**src/rtl/snd_pkg.sv**
```systemverilog
// Constants, opcodes and state types of the serial nvSRAM instruction decoder
package snd_pkg;
	localparam int CLK_PERIOD_NS          = 4;
	localparam int RESTORE_INTERVAL_NS    = 8000;
	localparam int NV_SAVE_TIME_NS        = 8000;
	localparam int NV_RESTORE_TIME_NS     = 4000;
	localparam int STANDBY_ENTRY_DELAY_NS = 100;
	localparam int WRITE_DRAIN_TIME_NS    = 500;
	localparam int CNT_W                  = 12;
	localparam logic [CNT_W-1:0] RESTORE_CNT =
		CNT_W'((RESTORE_INTERVAL_NS + CLK_PERIOD_NS - 1) / CLK_PERIOD_NS);
	localparam logic [CNT_W-1:0] NV_SAVE_CNT =
		CNT_W'((NV_SAVE_TIME_NS + CLK_PERIOD_NS - 1) / CLK_PERIOD_NS);
	localparam logic [CNT_W-1:0] NV_RESTORE_CNT =
		CNT_W'((NV_RESTORE_TIME_NS + CLK_PERIOD_NS - 1) / CLK_PERIOD_NS);
	localparam logic [CNT_W-1:0] STANDBY_CNT =
		CNT_W'((STANDBY_ENTRY_DELAY_NS + CLK_PERIOD_NS - 1) / CLK_PERIOD_NS);
	localparam logic [CNT_W-1:0] WRITE_DRAIN_CNT =
		CNT_W'((WRITE_DRAIN_TIME_NS + CLK_PERIOD_NS - 1) / CLK_PERIOD_NS);
	localparam logic [CNT_W-1:0] CNT_ONE = 12'h001;
	localparam logic [CNT_W-1:0] CNT_ZERO = 12'h000;

	localparam logic [7:0] STATUS_READ_OP          = 8'h05;
	localparam logic [7:0] STATUS_READ_FAST_OP     = 8'h09;
	localparam logic [7:0] STATUS_WRITE_OP         = 8'h01;
	localparam logic [7:0] WRITE_LATCH_SET_OP      = 8'h06;
	localparam logic [7:0] WRITE_LATCH_CLEAR_OP    = 8'h04;
	localparam logic [7:0] MEM_READ_OP             = 8'h03;
	localparam logic [7:0] MEM_READ_FAST_OP        = 8'h0b;
	localparam logic [7:0] MEM_WRITE_OP            = 8'h02;
	localparam logic [7:0] CLOCK_REGS_READ_OP      = 8'h13;
	localparam logic [7:0] CLOCK_REGS_READ_FAST_OP = 8'h1d;
	localparam logic [7:0] CLOCK_REGS_WRITE_OP     = 8'h12;
	localparam logic [7:0] NV_SAVE_OP              = 8'h3c;
	localparam logic [7:0] NV_RESTORE_OP           = 8'h60;
	localparam logic [7:0] AUTO_SAVE_ON_OP         = 8'h59;
	localparam logic [7:0] AUTO_SAVE_OFF_OP        = 8'h19;
	localparam logic [7:0] SLEEP_OP                = 8'hb9;
	localparam logic [7:0] SERIAL_NO_WRITE_OP      = 8'hc2;
	localparam logic [7:0] SERIAL_NO_READ_OP       = 8'hc3;
	localparam logic [7:0] SERIAL_NO_READ_FAST_OP  = 8'hc9;
	localparam logic [7:0] IDENT_READ_OP           = 8'h9f;
	localparam logic [7:0] IDENT_READ_FAST_OP      = 8'h99;

	// Nonvolatile copy layout: auto save enable, pin enable, guard hi, guard lo
	localparam int NV_AUTO_BIT   = 3;
	localparam int NV_PIN_EN_BIT = 2;
	localparam int NV_HI_BIT     = 1;
	localparam int NV_LO_BIT     = 0;
	localparam logic [3:0] NV_RST = 4'h8;
	// Status byte positions
	localparam int ST_PIN_EN_BIT = 7;
	localparam int ST_HI_BIT     = 3;
	localparam int ST_LO_BIT     = 2;

	localparam int SY_CS   = 0;
	localparam int SY_SCK  = 1;
	localparam int SY_SI   = 2;
	localparam int SY_HOLD = 3;
	localparam int SY_PWR  = 4;
	localparam int SYNC_W  = 5;

	typedef enum logic [3:0] {
		CLS_NONE, CLS_STATUS_READ, CLS_STATUS_WRITE, CLS_LATCH_SET, CLS_LATCH_CLEAR,
		CLS_MEM_READ, CLS_MEM_WRITE, CLS_CLOCK_READ, CLS_CLOCK_WRITE, CLS_NV_SAVE,
		CLS_NV_RESTORE, CLS_AUTO_ON, CLS_AUTO_OFF, CLS_SLEEP, CLS_SERIAL_READ,
		CLS_SERIAL_WRITE_OR_IDENT
	} snd_cls_t;

	typedef enum logic [1:0] {
		FRM_IDLE = 2'b00, FRM_OPCODE = 2'b01, FRM_BODY = 2'b11, FRM_IGNORE = 2'b10
	} snd_frm_t;

	typedef enum logic [2:0] {
		PWR_OFF = 3'b000, PWR_RESTORE = 3'b001, PWR_READY = 3'b011,
		PWR_DRAIN = 3'b010, PWR_SAVE = 3'b110
	} snd_pwr_t;
endpackage

```
**src/rtl/snd_sync.sv**
```systemverilog
// Two-flop synchroniser for a group of asynchronous inputs
module snd_sync #(
	parameter int W = 1
) (
	input  wire logic         clk_in,
	input  wire logic         rstn_in,
	input  wire logic [W-1:0] async_in,
	output logic      [W-1:0] sync_out
);
	logic [W-1:0] meta_r;

	always_ff @(posedge clk_in or negedge rstn_in)
	begin
		if (!rstn_in)
		begin
			meta_r   <= '0;
			sync_out <= '0;
		end
		else
		begin
			meta_r   <= async_in;
			sync_out <= meta_r;
		end
	end
endmodule

```
**src/rtl/snd_decoder.sv**
```systemverilog
// Serial nvSRAM instruction decoder with power-state and save/restore sequencing
// Operation
// - Supply up starts restore for the restore interval; memory accesses refused meanwhile.
// - After power-up, chip select low means active, high means standby.
// - After power-up the hold pause is cleared.
// - Power-up clears the write-enable latch.
// - Pin-enable and both block-guard bits restore from the last save.
// - Below the supply threshold no instruction is answered.
// - A write whose last data bit arrived gets its completion delay first.
// - Power-down save runs only if something was written since the last restore.
// - Chip select low is active; high enters standby after the entry delay.
// - Standby entry waits for a running save or restore to finish.
// - The save-busy pin shows ready or busy after power-up.
// - Eight-bit instruction register; everything shifts most significant bit first.
// - Decode status read, fast status read and status write opcodes.
// - Write-latch-set opcode sets the write-enable latch.
// - Write-latch-clear opcode clears the write-enable latch.
// - Decode memory read, fast memory read and memory write opcodes.
// - Decode clock register read, fast read and write opcodes.
// - Save opcode starts a software save; restore opcode a software restore.
// - Auto save on and off opcodes control the power-loss save.
// - Sleep opcode enters sleep mode.
// - Decode serial number write, read and fast read opcodes.
// - Ident read opcodes return the identifier bytes.
// - Unknown opcode: ignore input until next chip select fall, output off.
// - One opcode per chip select low period; each starts at the fall.
// - Mode from clock level at select; sample on rise, drive on fall.
// - Write-type and nonvolatile instructions clear the latch when they complete.
module snd_decoder
	import snd_pkg::*;
(
	input  wire logic       clk_in,
	input  wire logic       rstn_in,
	input  wire logic       power_good_in,
	input  wire logic       cs_n_in,
	input  wire logic       sck_in,
	input  wire logic       si_in,
	input  wire logic       hold_n_in,
	input  wire logic [7:0] read_byte_in,
	output logic            so_out,
	output logic            so_oe_out,
	output logic            hardware_save_busy_pin_n_out,
	output logic            power_ready_out,
	output logic            active_mode_out,
	output logic            standby_out,
	output logic            hold_out,
	output logic            sleep_out,
	output logic            spi_mode3_out,
	output logic            write_latch_out,
	output logic            auto_save_en_out,
	output logic            protect_pin_enable_bit_out,
	output logic            block_guard_hi_bit_out,
	output logic            block_guard_lo_bit_out,
	output snd_cls_t        op_class_out,
	output logic [7:0]      opcode_out,
	output logic            op_start_out,
	output logic            op_refused_out,
	output logic [7:0]      rx_byte_out,
	output logic            rx_valid_out,
	output logic [1:0]      rx_index_out,
	output logic            read_take_out,
	output logic            frame_end_out
);
	logic [SYNC_W-1:0] sync_s;
	logic              cs_prev_r;
	logic              sck_prev_r;
	snd_frm_t          frm_r;
	snd_pwr_t          pwr_r;
	logic [CNT_W-1:0]  pwr_cnt_r;
	logic [CNT_W-1:0]  sw_cnt_r;
	logic [CNT_W-1:0]  sb_cnt_r;
	logic              sw_is_save_r;
	logic [2:0]        bit_cnt_r;
	logic [6:0]        sh_r;
	logic [1:0]        byte_cnt_r;
	logic [7:0]        tx_r;
	logic [3:0]        nv_r;
	logic [3:0]        vol_r;
	logic              dirty_r;

	snd_sync #(
		.W(SYNC_W)
	) u_sync (
		.clk_in  (clk_in),
		.rstn_in (rstn_in),
		.async_in({power_good_in, hold_n_in, si_in, sck_in, cs_n_in}),
		.sync_out(sync_s)
	);

	logic cs_n_s;
	logic sck_s;
	logic pwr_s;
	assign cs_n_s = sync_s[SY_CS];
	assign sck_s  = sync_s[SY_SCK];
	assign pwr_s  = sync_s[SY_PWR];

	logic cs_fall;
	logic cs_rise;
	logic sck_rise;
	logic sck_fall;
	logic link_on;
	logic sw_busy;
	logic busy;
	logic byte_done;
	logic [7:0] rx_byte;
	snd_cls_t  cls_now;
	logic      write_cls;
	logic      mem_cls;
	logic      read_cls;
	logic      is_fast;
	logic [1:0] data_first;
	logic      wr_landed;
	logic      frame_done;
	logic      save_done;
	logic      restore_start;
	logic      sw_restore_done;

	assign cs_fall   = cs_prev_r & ~cs_n_s;
	assign cs_rise   = ~cs_prev_r & cs_n_s;
	assign sck_rise  = ~sck_prev_r & sck_s & ~hold_out;
	assign sck_fall  = sck_prev_r & ~sck_s & ~hold_out;
	assign link_on   = (pwr_r == PWR_RESTORE) || (pwr_r == PWR_READY);
	assign sw_busy   = (sw_cnt_r != CNT_ZERO);
	assign busy      = (pwr_r != PWR_READY) || sw_busy;
	assign byte_done = sck_rise && (bit_cnt_r == 3'h7);
	assign rx_byte   = {sh_r, sync_s[SY_SI]};
	assign frame_done = cs_rise && (frm_r == FRM_BODY);

	// Opcode classification of the byte just completed or of the running frame
	function automatic snd_cls_t classify(input logic [7:0] op);
		case (op)
			STATUS_READ_OP, STATUS_READ_FAST_OP:       classify = CLS_STATUS_READ;
			STATUS_WRITE_OP:                           classify = CLS_STATUS_WRITE;
			WRITE_LATCH_SET_OP:                        classify = CLS_LATCH_SET;
			WRITE_LATCH_CLEAR_OP:                      classify = CLS_LATCH_CLEAR;
			MEM_READ_OP, MEM_READ_FAST_OP:             classify = CLS_MEM_READ;
			MEM_WRITE_OP:                              classify = CLS_MEM_WRITE;
			CLOCK_REGS_READ_OP, CLOCK_REGS_READ_FAST_OP: classify = CLS_CLOCK_READ;
			CLOCK_REGS_WRITE_OP:                       classify = CLS_CLOCK_WRITE;
			NV_SAVE_OP:                                classify = CLS_NV_SAVE;
			NV_RESTORE_OP:                             classify = CLS_NV_RESTORE;
			AUTO_SAVE_ON_OP:                           classify = CLS_AUTO_ON;
			AUTO_SAVE_OFF_OP:                          classify = CLS_AUTO_OFF;
			SLEEP_OP:                                  classify = CLS_SLEEP;
			SERIAL_NO_READ_OP, SERIAL_NO_READ_FAST_OP,
			IDENT_READ_OP, IDENT_READ_FAST_OP:         classify = CLS_SERIAL_READ;
			SERIAL_NO_WRITE_OP:                        classify = CLS_SERIAL_WRITE_OR_IDENT;
			default:                                   classify = CLS_NONE;
		endcase
	endfunction

	function automatic logic needs_latch(input snd_cls_t c);
		case (c)
			CLS_STATUS_WRITE, CLS_MEM_WRITE, CLS_CLOCK_WRITE, CLS_SERIAL_WRITE_OR_IDENT,
			CLS_NV_SAVE, CLS_NV_RESTORE, CLS_AUTO_ON, CLS_AUTO_OFF: needs_latch = 1'b1;
			default: needs_latch = 1'b0;
		endcase
	endfunction

	assign cls_now   = classify(rx_byte);
	assign write_cls = (op_class_out == CLS_STATUS_WRITE) || (op_class_out == CLS_MEM_WRITE)
		|| (op_class_out == CLS_CLOCK_WRITE) || (op_class_out == CLS_SERIAL_WRITE_OR_IDENT);
	assign mem_cls   = (cls_now == CLS_MEM_READ) || (cls_now == CLS_MEM_WRITE)
		|| (cls_now == CLS_CLOCK_READ) || (cls_now == CLS_CLOCK_WRITE)
		|| (cls_now == CLS_SERIAL_READ) || (cls_now == CLS_SERIAL_WRITE_OR_IDENT);
	assign read_cls  = (op_class_out == CLS_STATUS_READ) || (op_class_out == CLS_MEM_READ)
		|| (op_class_out == CLS_CLOCK_READ) || (op_class_out == CLS_SERIAL_READ);
	assign is_fast   = (opcode_out == STATUS_READ_FAST_OP);
	assign data_first = (op_class_out == CLS_MEM_WRITE) ? 2'h3
		: (op_class_out == CLS_CLOCK_WRITE) ? 2'h2 : 2'h1;
	// Write frame sitting on a byte boundary with data already in
	assign wr_landed = (frm_r == FRM_BODY) && write_cls && (bit_cnt_r == 3'h0)
		&& (byte_cnt_r >= data_first) && !cs_n_s;
	assign save_done = ((pwr_r == PWR_SAVE) && (pwr_cnt_r == CNT_ONE))
		|| (sw_is_save_r && (sw_cnt_r == CNT_ONE));
	assign restore_start   = (pwr_r == PWR_OFF) && pwr_s;
	assign sw_restore_done = !sw_is_save_r && (sw_cnt_r == CNT_ONE);

	always_ff @(posedge clk_in or negedge rstn_in)
	begin
		if (!rstn_in)
		begin
			cs_prev_r  <= 1'b1;
			sck_prev_r <= 1'b0;
		end
		else
		begin
			cs_prev_r  <= cs_n_s;
			sck_prev_r <= sck_s;
		end
	end

	// Supply sequencing: restore on rise, drain and conditional save on decay
	always_ff @(posedge clk_in or negedge rstn_in)
	begin
		if (!rstn_in)
		begin
			pwr_r     <= PWR_OFF;
			pwr_cnt_r <= CNT_ZERO;
		end
		else
		begin
			case (pwr_r)
				PWR_OFF:
				begin
					if (pwr_s)
					begin
						pwr_r     <= PWR_RESTORE;
						pwr_cnt_r <= RESTORE_CNT;
					end
				end
				PWR_RESTORE:
				begin
					if (!pwr_s)
						pwr_r <= PWR_OFF;
					else if (pwr_cnt_r == CNT_ONE)
						pwr_r <= PWR_READY;
					pwr_cnt_r <= pwr_cnt_r - CNT_ONE;
				end
				PWR_READY:
				begin
					if (!pwr_s && wr_landed)
					begin
						pwr_r     <= PWR_DRAIN;
						pwr_cnt_r <= WRITE_DRAIN_CNT;
					end
					else if (!pwr_s && vol_r[NV_AUTO_BIT] && dirty_r)
					begin
						pwr_r     <= PWR_SAVE;
						pwr_cnt_r <= NV_SAVE_CNT;
					end
					else if (!pwr_s)
						pwr_r <= PWR_OFF;
				end
				PWR_DRAIN:
				begin
					pwr_cnt_r <= pwr_cnt_r - CNT_ONE;
					if (pwr_cnt_r == CNT_ONE)
					begin
						pwr_r     <= (vol_r[NV_AUTO_BIT] && dirty_r) ? PWR_SAVE : PWR_OFF;
						pwr_cnt_r <= NV_SAVE_CNT;
					end
				end
				PWR_SAVE:
				begin
					pwr_cnt_r <= pwr_cnt_r - CNT_ONE;
					if (pwr_cnt_r == CNT_ONE)
						pwr_r <= PWR_OFF;
				end
				default:
					pwr_r <= PWR_OFF;
			endcase
		end
	end

	// Software save and restore cycles, started when their frame ends
	always_ff @(posedge clk_in or negedge rstn_in)
	begin
		if (!rstn_in)
		begin
			sw_cnt_r     <= CNT_ZERO;
			sw_is_save_r <= 1'b0;
		end
		else if (pwr_r != PWR_READY)
			sw_cnt_r <= CNT_ZERO;
		else if (frame_done && (op_class_out == CLS_NV_SAVE))
		begin
			sw_cnt_r     <= NV_SAVE_CNT;
			sw_is_save_r <= 1'b1;
		end
		else if (frame_done && (op_class_out == CLS_NV_RESTORE))
		begin
			sw_cnt_r     <= NV_RESTORE_CNT;
			sw_is_save_r <= 1'b0;
		end
		else if (sw_busy)
			sw_cnt_r <= sw_cnt_r - CNT_ONE;
	end

	// Nonvolatile copy and its working bits
	always_ff @(posedge clk_in or negedge rstn_in)
	begin
		if (!rstn_in)
		begin
			nv_r    <= NV_RST;
			vol_r   <= NV_RST;
			dirty_r <= 1'b0;
		end
		else
		begin
			if (save_done)
				nv_r <= vol_r;
			if (restore_start || sw_restore_done)
			begin
				vol_r   <= nv_r;
				dirty_r <= 1'b0;
			end
			else
			begin
				if (rx_valid_out && (op_class_out == CLS_STATUS_WRITE) && (rx_index_out == 2'h0))
				begin
					vol_r[NV_PIN_EN_BIT] <= rx_byte_out[ST_PIN_EN_BIT];
					vol_r[NV_HI_BIT]     <= rx_byte_out[ST_HI_BIT];
					vol_r[NV_LO_BIT]     <= rx_byte_out[ST_LO_BIT];
				end
				if (frame_done && (op_class_out == CLS_AUTO_ON))
					vol_r[NV_AUTO_BIT] <= 1'b1;
				if (frame_done && (op_class_out == CLS_AUTO_OFF))
					vol_r[NV_AUTO_BIT] <= 1'b0;
			end
			// Write data landing with a restore still marks the copy dirty
			if (rx_valid_out && write_cls && (rx_index_out >= data_first - 2'h1))
				dirty_r <= 1'b1;
		end
	end

	// Write-enable latch: set on its opcode, cleared at the end of guarded frames
	always_ff @(posedge clk_in or negedge rstn_in)
	begin
		if (!rstn_in)
			write_latch_out <= 1'b0;
		else if (!link_on)
			write_latch_out <= 1'b0;
		else if (byte_done && (frm_r == FRM_OPCODE) && (cls_now == CLS_LATCH_SET))
			write_latch_out <= 1'b1;
		else if (frame_done && (needs_latch(op_class_out) || op_class_out == CLS_LATCH_CLEAR))
			write_latch_out <= 1'b0;
	end

	// Frame sequencing, opcode capture and body bytes
	always_ff @(posedge clk_in or negedge rstn_in)
	begin
		if (!rstn_in)
		begin
			frm_r          <= FRM_IDLE;
			bit_cnt_r      <= 3'h0;
			sh_r           <= 7'h00;
			byte_cnt_r     <= 2'h0;
			spi_mode3_out  <= 1'b0;
			op_class_out   <= CLS_NONE;
			opcode_out     <= 8'h00;
			op_start_out   <= 1'b0;
			op_refused_out <= 1'b0;
			rx_byte_out    <= 8'h00;
			rx_valid_out   <= 1'b0;
			rx_index_out   <= 2'h0;
			frame_end_out  <= 1'b0;
		end
		else
		begin
			op_start_out   <= 1'b0;
			op_refused_out <= 1'b0;
			rx_valid_out   <= 1'b0;
			frame_end_out  <= frame_done;
			if (!link_on || cs_rise)
				frm_r <= FRM_IDLE;
			else if (cs_fall)
			begin
				frm_r         <= FRM_OPCODE;
				bit_cnt_r     <= 3'h0;
				byte_cnt_r    <= 2'h0;
				spi_mode3_out <= sck_s;
			end
			else if (sck_rise && (frm_r != FRM_IDLE) && (frm_r != FRM_IGNORE))
			begin
				sh_r      <= rx_byte[6:0];
				bit_cnt_r <= bit_cnt_r + 3'h1;
				if (byte_done && (frm_r == FRM_OPCODE))
				begin
					opcode_out   <= rx_byte;
					op_class_out <= cls_now;
					if (cls_now == CLS_NONE)
						frm_r <= FRM_IGNORE;
					else if ((needs_latch(cls_now) && !write_latch_out) || (mem_cls && busy))
					begin
						frm_r          <= FRM_IGNORE;
						op_refused_out <= 1'b1;
					end
					else
					begin
						frm_r        <= FRM_BODY;
						op_start_out <= 1'b1;
					end
				end
				else if (byte_done)
				begin
					rx_byte_out  <= rx_byte;
					rx_valid_out <= 1'b1;
					rx_index_out <= byte_cnt_r;
					if (byte_cnt_r != 2'h3)
						byte_cnt_r <= byte_cnt_r + 2'h1;
				end
			end
		end
	end

	// Serial output: loads a byte on the first falling edge of each byte slot
	always_ff @(posedge clk_in or negedge rstn_in)
	begin
		if (!rstn_in)
		begin
			so_out        <= 1'b0;
			so_oe_out     <= 1'b0;
			tx_r          <= 8'h00;
			read_take_out <= 1'b0;
		end
		else
		begin
			read_take_out <= 1'b0;
			so_oe_out     <= (frm_r == FRM_BODY) && read_cls && !cs_n_s;
			if (sck_fall && (frm_r == FRM_BODY) && read_cls)
			begin
				if (bit_cnt_r == 3'h0)
				begin
					if (op_class_out != CLS_STATUS_READ)
					begin
						so_out        <= read_byte_in[7];
						tx_r          <= {read_byte_in[6:0], 1'b0};
						read_take_out <= 1'b1;
					end
					else if (is_fast && (byte_cnt_r == 2'h0))
					begin
						so_out <= 1'b0;
						tx_r   <= 8'h00;
					end
					else
					begin
						so_out <= vol_r[NV_PIN_EN_BIT];
						tx_r   <= {3'b000, vol_r[NV_HI_BIT], vol_r[NV_LO_BIT],
							write_latch_out, busy, 1'b0};
					end
				end
				else
				begin
					so_out <= tx_r[7];
					tx_r   <= {tx_r[6:0], 1'b0};
				end
			end
		end
	end

	// Power mode, hold, sleep and pin indications
	always_ff @(posedge clk_in or negedge rstn_in)
	begin
		if (!rstn_in)
		begin
			sb_cnt_r                     <= STANDBY_CNT;
			standby_out                  <= 1'b0;
			active_mode_out              <= 1'b0;
			hold_out                     <= 1'b0;
			sleep_out                    <= 1'b0;
			hardware_save_busy_pin_n_out <= 1'b0;
			power_ready_out              <= 1'b0;
		end
		else
		begin
			active_mode_out              <= link_on && !cs_n_s;
			hardware_save_busy_pin_n_out <= !busy;
			power_ready_out              <= (pwr_r == PWR_READY);
			hold_out <= link_on && !restore_start && (pwr_r != PWR_RESTORE || pwr_cnt_r != RESTORE_CNT)
				&& !cs_n_s && !sync_s[SY_HOLD];
			if (!link_on || !cs_n_s)
			begin
				sb_cnt_r    <= STANDBY_CNT;
				standby_out <= 1'b0;
			end
			else if (busy)
				sb_cnt_r <= STANDBY_CNT;
			else if (sb_cnt_r == CNT_ONE)
				standby_out <= 1'b1;
			else
				sb_cnt_r <= sb_cnt_r - CNT_ONE;
			if (!link_on || cs_fall)
				sleep_out <= 1'b0;
			else if (frame_done && (op_class_out == CLS_SLEEP))
				sleep_out <= 1'b1;
		end
	end

	assign auto_save_en_out           = vol_r[NV_AUTO_BIT];
	assign protect_pin_enable_bit_out = vol_r[NV_PIN_EN_BIT];
	assign block_guard_hi_bit_out     = vol_r[NV_HI_BIT];
	assign block_guard_lo_bit_out     = vol_r[NV_LO_BIT];
endmodule

```
**config.mk**
```make
export PLATFORM = sky130hd
export DESIGN_NAME = snd_decoder
export DESIGN_NICKNAME = d
export VERILOG_FILES = /design/src/rtl/snd_pkg.sv /design/src/rtl/snd_sync.sv /design/src/rtl/snd_decoder.sv
export SDC_FILE = /design/constraint.sdc
export NUM_CORES = 1
export LEC_CHECK = 0
export BUFFER_PORTS_ARGS = -buffer_cell sky130_fd_sc_hd__buf_2
export CORE_MARGIN = 2
export CORE_UTILIZATION = 60
export CTS_CLUSTER_SIZE = 16
export DETAILED_ROUTE_END_ITERATION = 16
export GPL_ROUTABILITY_DRIVEN = 1
export HOLD_SLACK_MARGIN = 0.1
export PLACE_DENSITY = 0.91
export SLEW_MARGIN = 30
export SYNTH_ARGS = -nofsm -noshare
export SYNTH_HDL_FRONTEND = slang
export SYNTH_SLANG_ARGS = --single-unit
```
**constraint.sdc**
```tcl
create_clock -name clk_in -period 3.2 [get_ports clk_in]
set_input_delay 0.16 -clock clk_in [delete_from_list [all_inputs] [get_ports clk_in]]
set_output_delay 0.16 -clock clk_in [all_outputs]
set_load 0.005 [all_outputs]
```
Word level (Yosys, flattened, before mapping). Memory sizes are Yosys's and may differ from the RTL's. Cells that the tools add are included.

Order comparisons: 2. Equal/unequal tests: 69. Reduce and logical (&&, ||, !) cells: 105. Bitwise gates (word level): 15. Mux-type cells: 87. Add/sub/neg operators: 6.

Operators by type and width (number): 2-to-1 mux 12 bit (11); case mux 4 bit (15 select lines) (1); == test 8 bit, second input constant (6); case mux 12 bit (4 select lines) (1); 2-to-1 mux 1 bit (46); == test 4 bit, second input constant (11); logical AND 1 bit (40); == test 12 x 1 -> 1 bit, second input constant (3); 2-to-1 mux 3 bit (12); subtractor 12 x 1 -> 12 bit, second input constant (3); == test 8 x 5 -> 1 bit, second input constant (4); == test 4 x 3 -> 1 bit, second input constant (7); == test 8 x 3 -> 1 bit, second input constant (3); == test 8 x 4 -> 1 bit, second input constant (3); 2-to-1 mux 2 bit (11); logical OR 1 bit (21); nonzero test 2 bit (9); == test 8 x 2 -> 1 bit, second input constant (2); == test 8 x 7 -> 1 bit, second input constant (2); 2-to-1 mux 8 bit (2); case mux 3 bit (5 select lines) (1); AND reduction 5 bit (3); != test 12 x 11 -> 1 bit, second input constant (1); nonzero test 12 bit (1); 35 further kinds (80).

Bits in registers: 120. Memories kept: 2. Logic and storage cells: 323. Bits in read-only memories: 32.

Memory list: (no name shown) (depth 16, bits a word 1, read ports 1, clocked after memory_dff 0, wr ports 0, RTL line snd_decoder.sv:153) `case (c)`; (no name shown) (depth 16, bits a word 1, read ports 1, clocked after memory_dff 0, wr ports 0, RTL line snd_decoder.sv:153).

Longest topological paths before layout.
Word-level depth: 17. Depth in mapped cells: 15.

Modules after synthesis. A second synthesis with hierarchy kept.

Cell total of the unflattened synthesis: 642. Area total of the unflattened synthesis: 6287.3 um^2.

Modules (own cells, without submodules): snd_decoder (cells each 632, area an instance 6037.0 um^2, times used 1); snd_sync (cells each 10, area an instance 250.2 um^2, times used 1).

Worst setup path before layout. No wires, ideal clock.

Path kind: register -> register. Start: register sh_r[2]. End: register frm_r[0]. Path slack: 0.255 ns. Data required time: 3.080 ns. Stages on the path, launching flop included: 14. Data arrival time: 2.825 ns. Clock period less this slack: 2.945 ns. Library setup time: 0.120 ns. Cells stage by stage: dfrtp_1 buf_2 clkbuf_1 or4b_2 a21oi_1 a311oi_1 nand2_1 ha_1 inv_1 a31oi_1 nand4_1 a2111oi_1 a211oi_2 a41o_1.

Longest elaborated chain between the ends: 17.

RTL lines: start, declared (RTL line snd_decoder.sv:74) `logic [6:0] sh_r;`; start signal, assigned (RTL line snd_decoder.sv:366) `sh_r <= rx_byte[6:0];`; == test 8 bit, or another cell as far along (RTL line snd_decoder.sv:131) `case (op)`; OR reduction 4 bit or OR reduction 2 bit (tied branches) (RTL line snd_decoder.sv:131); case mux 4 bit (15 select lines) * (RTL line snd_decoder.sv:131); via cls_now[0] (RTL line snd_decoder.sv:106) `snd_cls_t cls_now;`; memory (16 x 1 bit) or == test 4 x 3 -> 1 bit (tied branches); 2-to-1 mux 1 bit or logical OR 1 bit (tied branches) (RTL line snd_decoder.sv:372, snd_decoder.sv:163); 2-to-1 mux 1 bit or logical OR 1 bit (tied branches) (RTL line snd_decoder.sv:368, snd_decoder.sv:164); 2-to-1 mux 1 bit or logical OR 1 bit (tied branches) (RTL line snd_decoder.sv:364, snd_decoder.sv:164); [... 2 more ...]; logical AND 1 bit (RTL line snd_decoder.sv:374) `else if ((needs_latch(cls_now) && !write_latch_out) || (mem_cls && busy))`; logical OR 1 bit (RTL line snd_decoder.sv:374); 2-to-1 mux 1 bit (RTL line snd_decoder.sv:374); 2-to-1 mux 1 bit * (RTL line snd_decoder.sv:372) `if (cls_now == CLS_NONE)`; 2-to-1 mux 2 bit * (RTL line snd_decoder.sv:368) `if (byte_done && (frm_r == FRM_OPCODE))`; 2-to-1 mux 2 bit * (RTL line snd_decoder.sv:364) `else if (sck_rise && (frm_r != FRM_IDLE) && (frm_r != FRM_IGNORE))`; 2-to-1 mux 2 bit * (RTL line snd_decoder.sv:357) `else if (cs_fall)`; 2-to-1 mux 2 bit * (RTL line snd_decoder.sv:355) `if (!link_on || cs_rise)`; end signal, assigned (RTL line snd_decoder.sv:356) `frm_r <= FRM_IDLE;`; end signal, assigned (RTL line snd_decoder.sv:359) `frm_r <= FRM_OPCODE;`; end signal, assigned (RTL line snd_decoder.sv:373) `frm_r <= FRM_IGNORE;`; end, declared (RTL line snd_decoder.sv:67) `snd_frm_t frm_r;`.

Mark *: on every way through the listed nets, which the timed path passes. The rest lies on a longest branch. The select of a mux whose other input is x is not followed. A chain may end at the register's enable or synchronous reset.

Worst setup path after layout. Same ends and word-level chain as after synthesis.

==> results.toml <==
[run_status]
status = "finished clean"

[timing]
period_needed_ns = 2.948
fmax_mhz = 339.2
finClkSkew_ns = 0.008141
setup_tns_ns = 0
rsz0062_at_grt = "false"
post-route-period-util = 0.9213
hold_viol = 0
maxSlewViolCount = 0
slew_headroom = 0.4486
holdWs_ns = 0.2104
finalSetupViolCount = 0
worst_pin_slew_ns = 0.8164

[power_and_ir_drop]
switching_share = 0.2440
p_leak_nw = 3.521
switchingPower_mw = 0.9539
ir_worst_vdd_v = 0.0004211
seqPwrFrac = 0.423
clkPwrFrac = 0.467
combPwrFrac = 0.111
intPower_mw = 2.956
power_density_nw_per_um2 = 526.2

[logic_synthesis]
yosys.area_share.simple = 0.2137
synthFlopType = "dfrtp_1"
synth_top_family_by_area = "simple AND/OR/NAND/NOR gates"
synth_top_area_share = 0.4527
synth_xor_area_frac = 0.02524
synthCells = 636
synth-edff-count = 0
yosys.area_share.adder = 0.04928
synth-compound-area-share = 0.1400
synth_mux_area_frac = 0.05809
synth.most_common_cell = "dfrtp_1"
yosysWarnings = 0
syn-cell-area_um2 = 6246
synth.distinct_cells = 72
ys_seq_elements = 119
post-synth-top-area-cell = "dfrtp_1"
synthArstFlopShare = 1.000
synth_common_cells = "dfrtp_1, nand2_1, nor2_1"
avgSynthCellArea_um2 = 9.821
syn_nets = 674
synth.area.top_cells = "dfrtp_1, mux2_2, ha_1, nand2_1, nor2_1"
ys_seq_area_frac = 0.4780

[min_path]
min_path_type = "in -> async"

[die]
die_area_um2 = 11240
die_h_um = 106.0
die_width_um = 106.0
rows = 37
coreArea_um2 = 10230
start_util = 0.6105
io_pins = 56

[global_route]
grt_pass1_wl_um = 25310
antenna_found_initial = 0
first_global_vias = 5334
track_usage = 0.2896
grt-ovfl-total = 0
grt_max_degree = 81

[clocking]
cts_max_level = 4
clk_path_buf_depth = 2
root_buffer = "clkbuf_8"
cts_setup_buffers = 0
cts_tree = "built"
clk_pin_slew_worst_paths_ns = 0.05
cts_sinks = 119
cts_made_buffers = 17
clock_latency_ns = 0.53

[worst_setup_path]
worstPathArrival_ns = 3.36
critPathLaunch = "sh_r[2]"
r2r_cells = 14
path_class = "reg -> reg"
cp.required_ns = 3.61
cp_max_fo = 15
worstSetupEndpointType = "register"
reg2reg_from = "sh_r[2]"
start_kind = "register"

[place]
place_congestion = 0.9413
portBuffers = 55
place_hpwl_um = 10460

[cells_and_area]
drive_gt1_frac = 0.2017
antenna_cells = 0
syn_to_final_growth_pct = 18.95
fillCellCount = 717
num-nets-final = 749

[detailed_routing]
ant_nets = 0
vias = 5370
firstDrtPassIters = 8
first_iter_violations = 490
routed_wl_um = 15570
routed_via_density = 6.244
drc = 0
post_drt_wl_per_cell_um = 18.10

[flow_run]
drv_cap = 0
area by class of cell:
type	count	area [µm²]	share of cell area
Clock buffer	31	546.8	0.07359
Timing Repair Buffer	85	554.3	0.07460
Tap cell	136	170.2	0.02290
Multi-Input combinational cell	462	3044	0.4097
Sequential cell	119	2987	0.4020
Inverter	26	97.59	0.01314
Clock inverter	1	30.03	0.004042
logic make-up after synthesis:
kind of cell             after synthesis
adder cells (fa/ha/maj)               25
buffers and inverters                 55
flip-flops                           119
AO/OA/AOI/OAI                        127
multiplexers                          33
XOR/XNOR                              18
AND/OR/NAND/NOR                      259
timing repair:
item / in CTS / in global routing
resized for setup: 0 / 3
hold buffers: 14 / 0
setup endpoints to repair: 0 / 3
endpoints found under the hold margin: 91 / 0
power by group through the flow:
stage               Sequential (mW)  Clock, mW  Combinational, mW
global placement               1.67          0              0.382
global route                   1.66       1.91              0.484
floorplan                      1.65          0              0.288
detailed placement             1.67          0              0.406
CTS                            1.65       1.84              0.422
finish                         1.65       1.82              0.433
placed cells by master (no fill, tap or decap), types with 14 or more instances in the layout:
master and count:
ha_1 23, nor3_1 18, dlygate4sd3_1 14, mux2_2 26
dfrtp_1 112, inv_1 26, a21oi_1 37, o21ai_0 26
buf_2 54, nor2_1 57, nand2_1 75, clkbuf_16 16
buf_4 15, nand3_1 22
layer usage:
layer | vias to the layer above | wire (µm) | global-route usage
met3 | 65 | 950 | 0.08461
met2 | 228 | 7907 | 0.4747
met5 | - | 0 | 0
li1 | 2436 | - | -
met1 | 2641 | 6062 | 0.3374
met4 | 0 | 646 | 0.1739
state kept, by name, indices dropped and copies added, names as in the netlist, 4 cells and up:
| register | count |
|---|---|
| pwr_cnt_r | 12 |
| sb_cnt_r | 12 |
| sw_cnt_r | 12 |
| opcode_out | 8 |
| rx_byte_out | 8 |
| sh_r | 7 |
| tx_r | 7 |
| u_sync.meta_r | 5 |
| u_sync.sync_out | 5 |
| nv_r | 4 |
| op_class_out | 4 |
| vol_r | 4 |
path summary, 6_finish.rpt:
path,endpoint,slack [ns]
worst max-delay path,frm_r[0],0.25
worst max register to register,frm_r[0],0.25
max in group asynchronous,vol_r[3],2.28
worst min register to register,u_sync.sync_out[0],0.35
worst min-delay path,sb_cnt_r[8],0.21
min in group clk_in,u_sync.meta_r[0],0.27
metrics by stage:
stage / cell area [µm²] / power (mW) / worst slack [ns] / utilization / instances
2_1_floorplan: 6246 / 1.935 / 0.2550 / - / 636
3_3_place_gp: 6701 / 2.049 / 0.2929 / 0.6550 / 814
3_5_place_dp: 6701 / 2.079 / 0.1845 / 0.6550 / 814
4_1_cts: 7418 / 3.911 / 0.1512 / 0.7251 / 860
5_1_grt: 7430 / 4.055 / 0.03425 / 0.7262 / 860
6_report: 7430 / 3.910 / 0.2519 / 0.7262 / 860
critical path, stage by stage (launching register included):
cell,delay (ns)
dfrtp_2,0.49
buf_4,0.19
nand4b_1,0.16
or4b_1,0.19
nand3_1,0.09
a311oi_1,0.23
nand2_1,0.16
inv_1,0.12
ha_1,0.15
inv_1,0.04
a31oi_1,0.12
nand4_1,0.13
a2111oi_2,0.43
a211oi_2,0.11
a41o_1,0.23
Power figures use the tool's default switching activity.
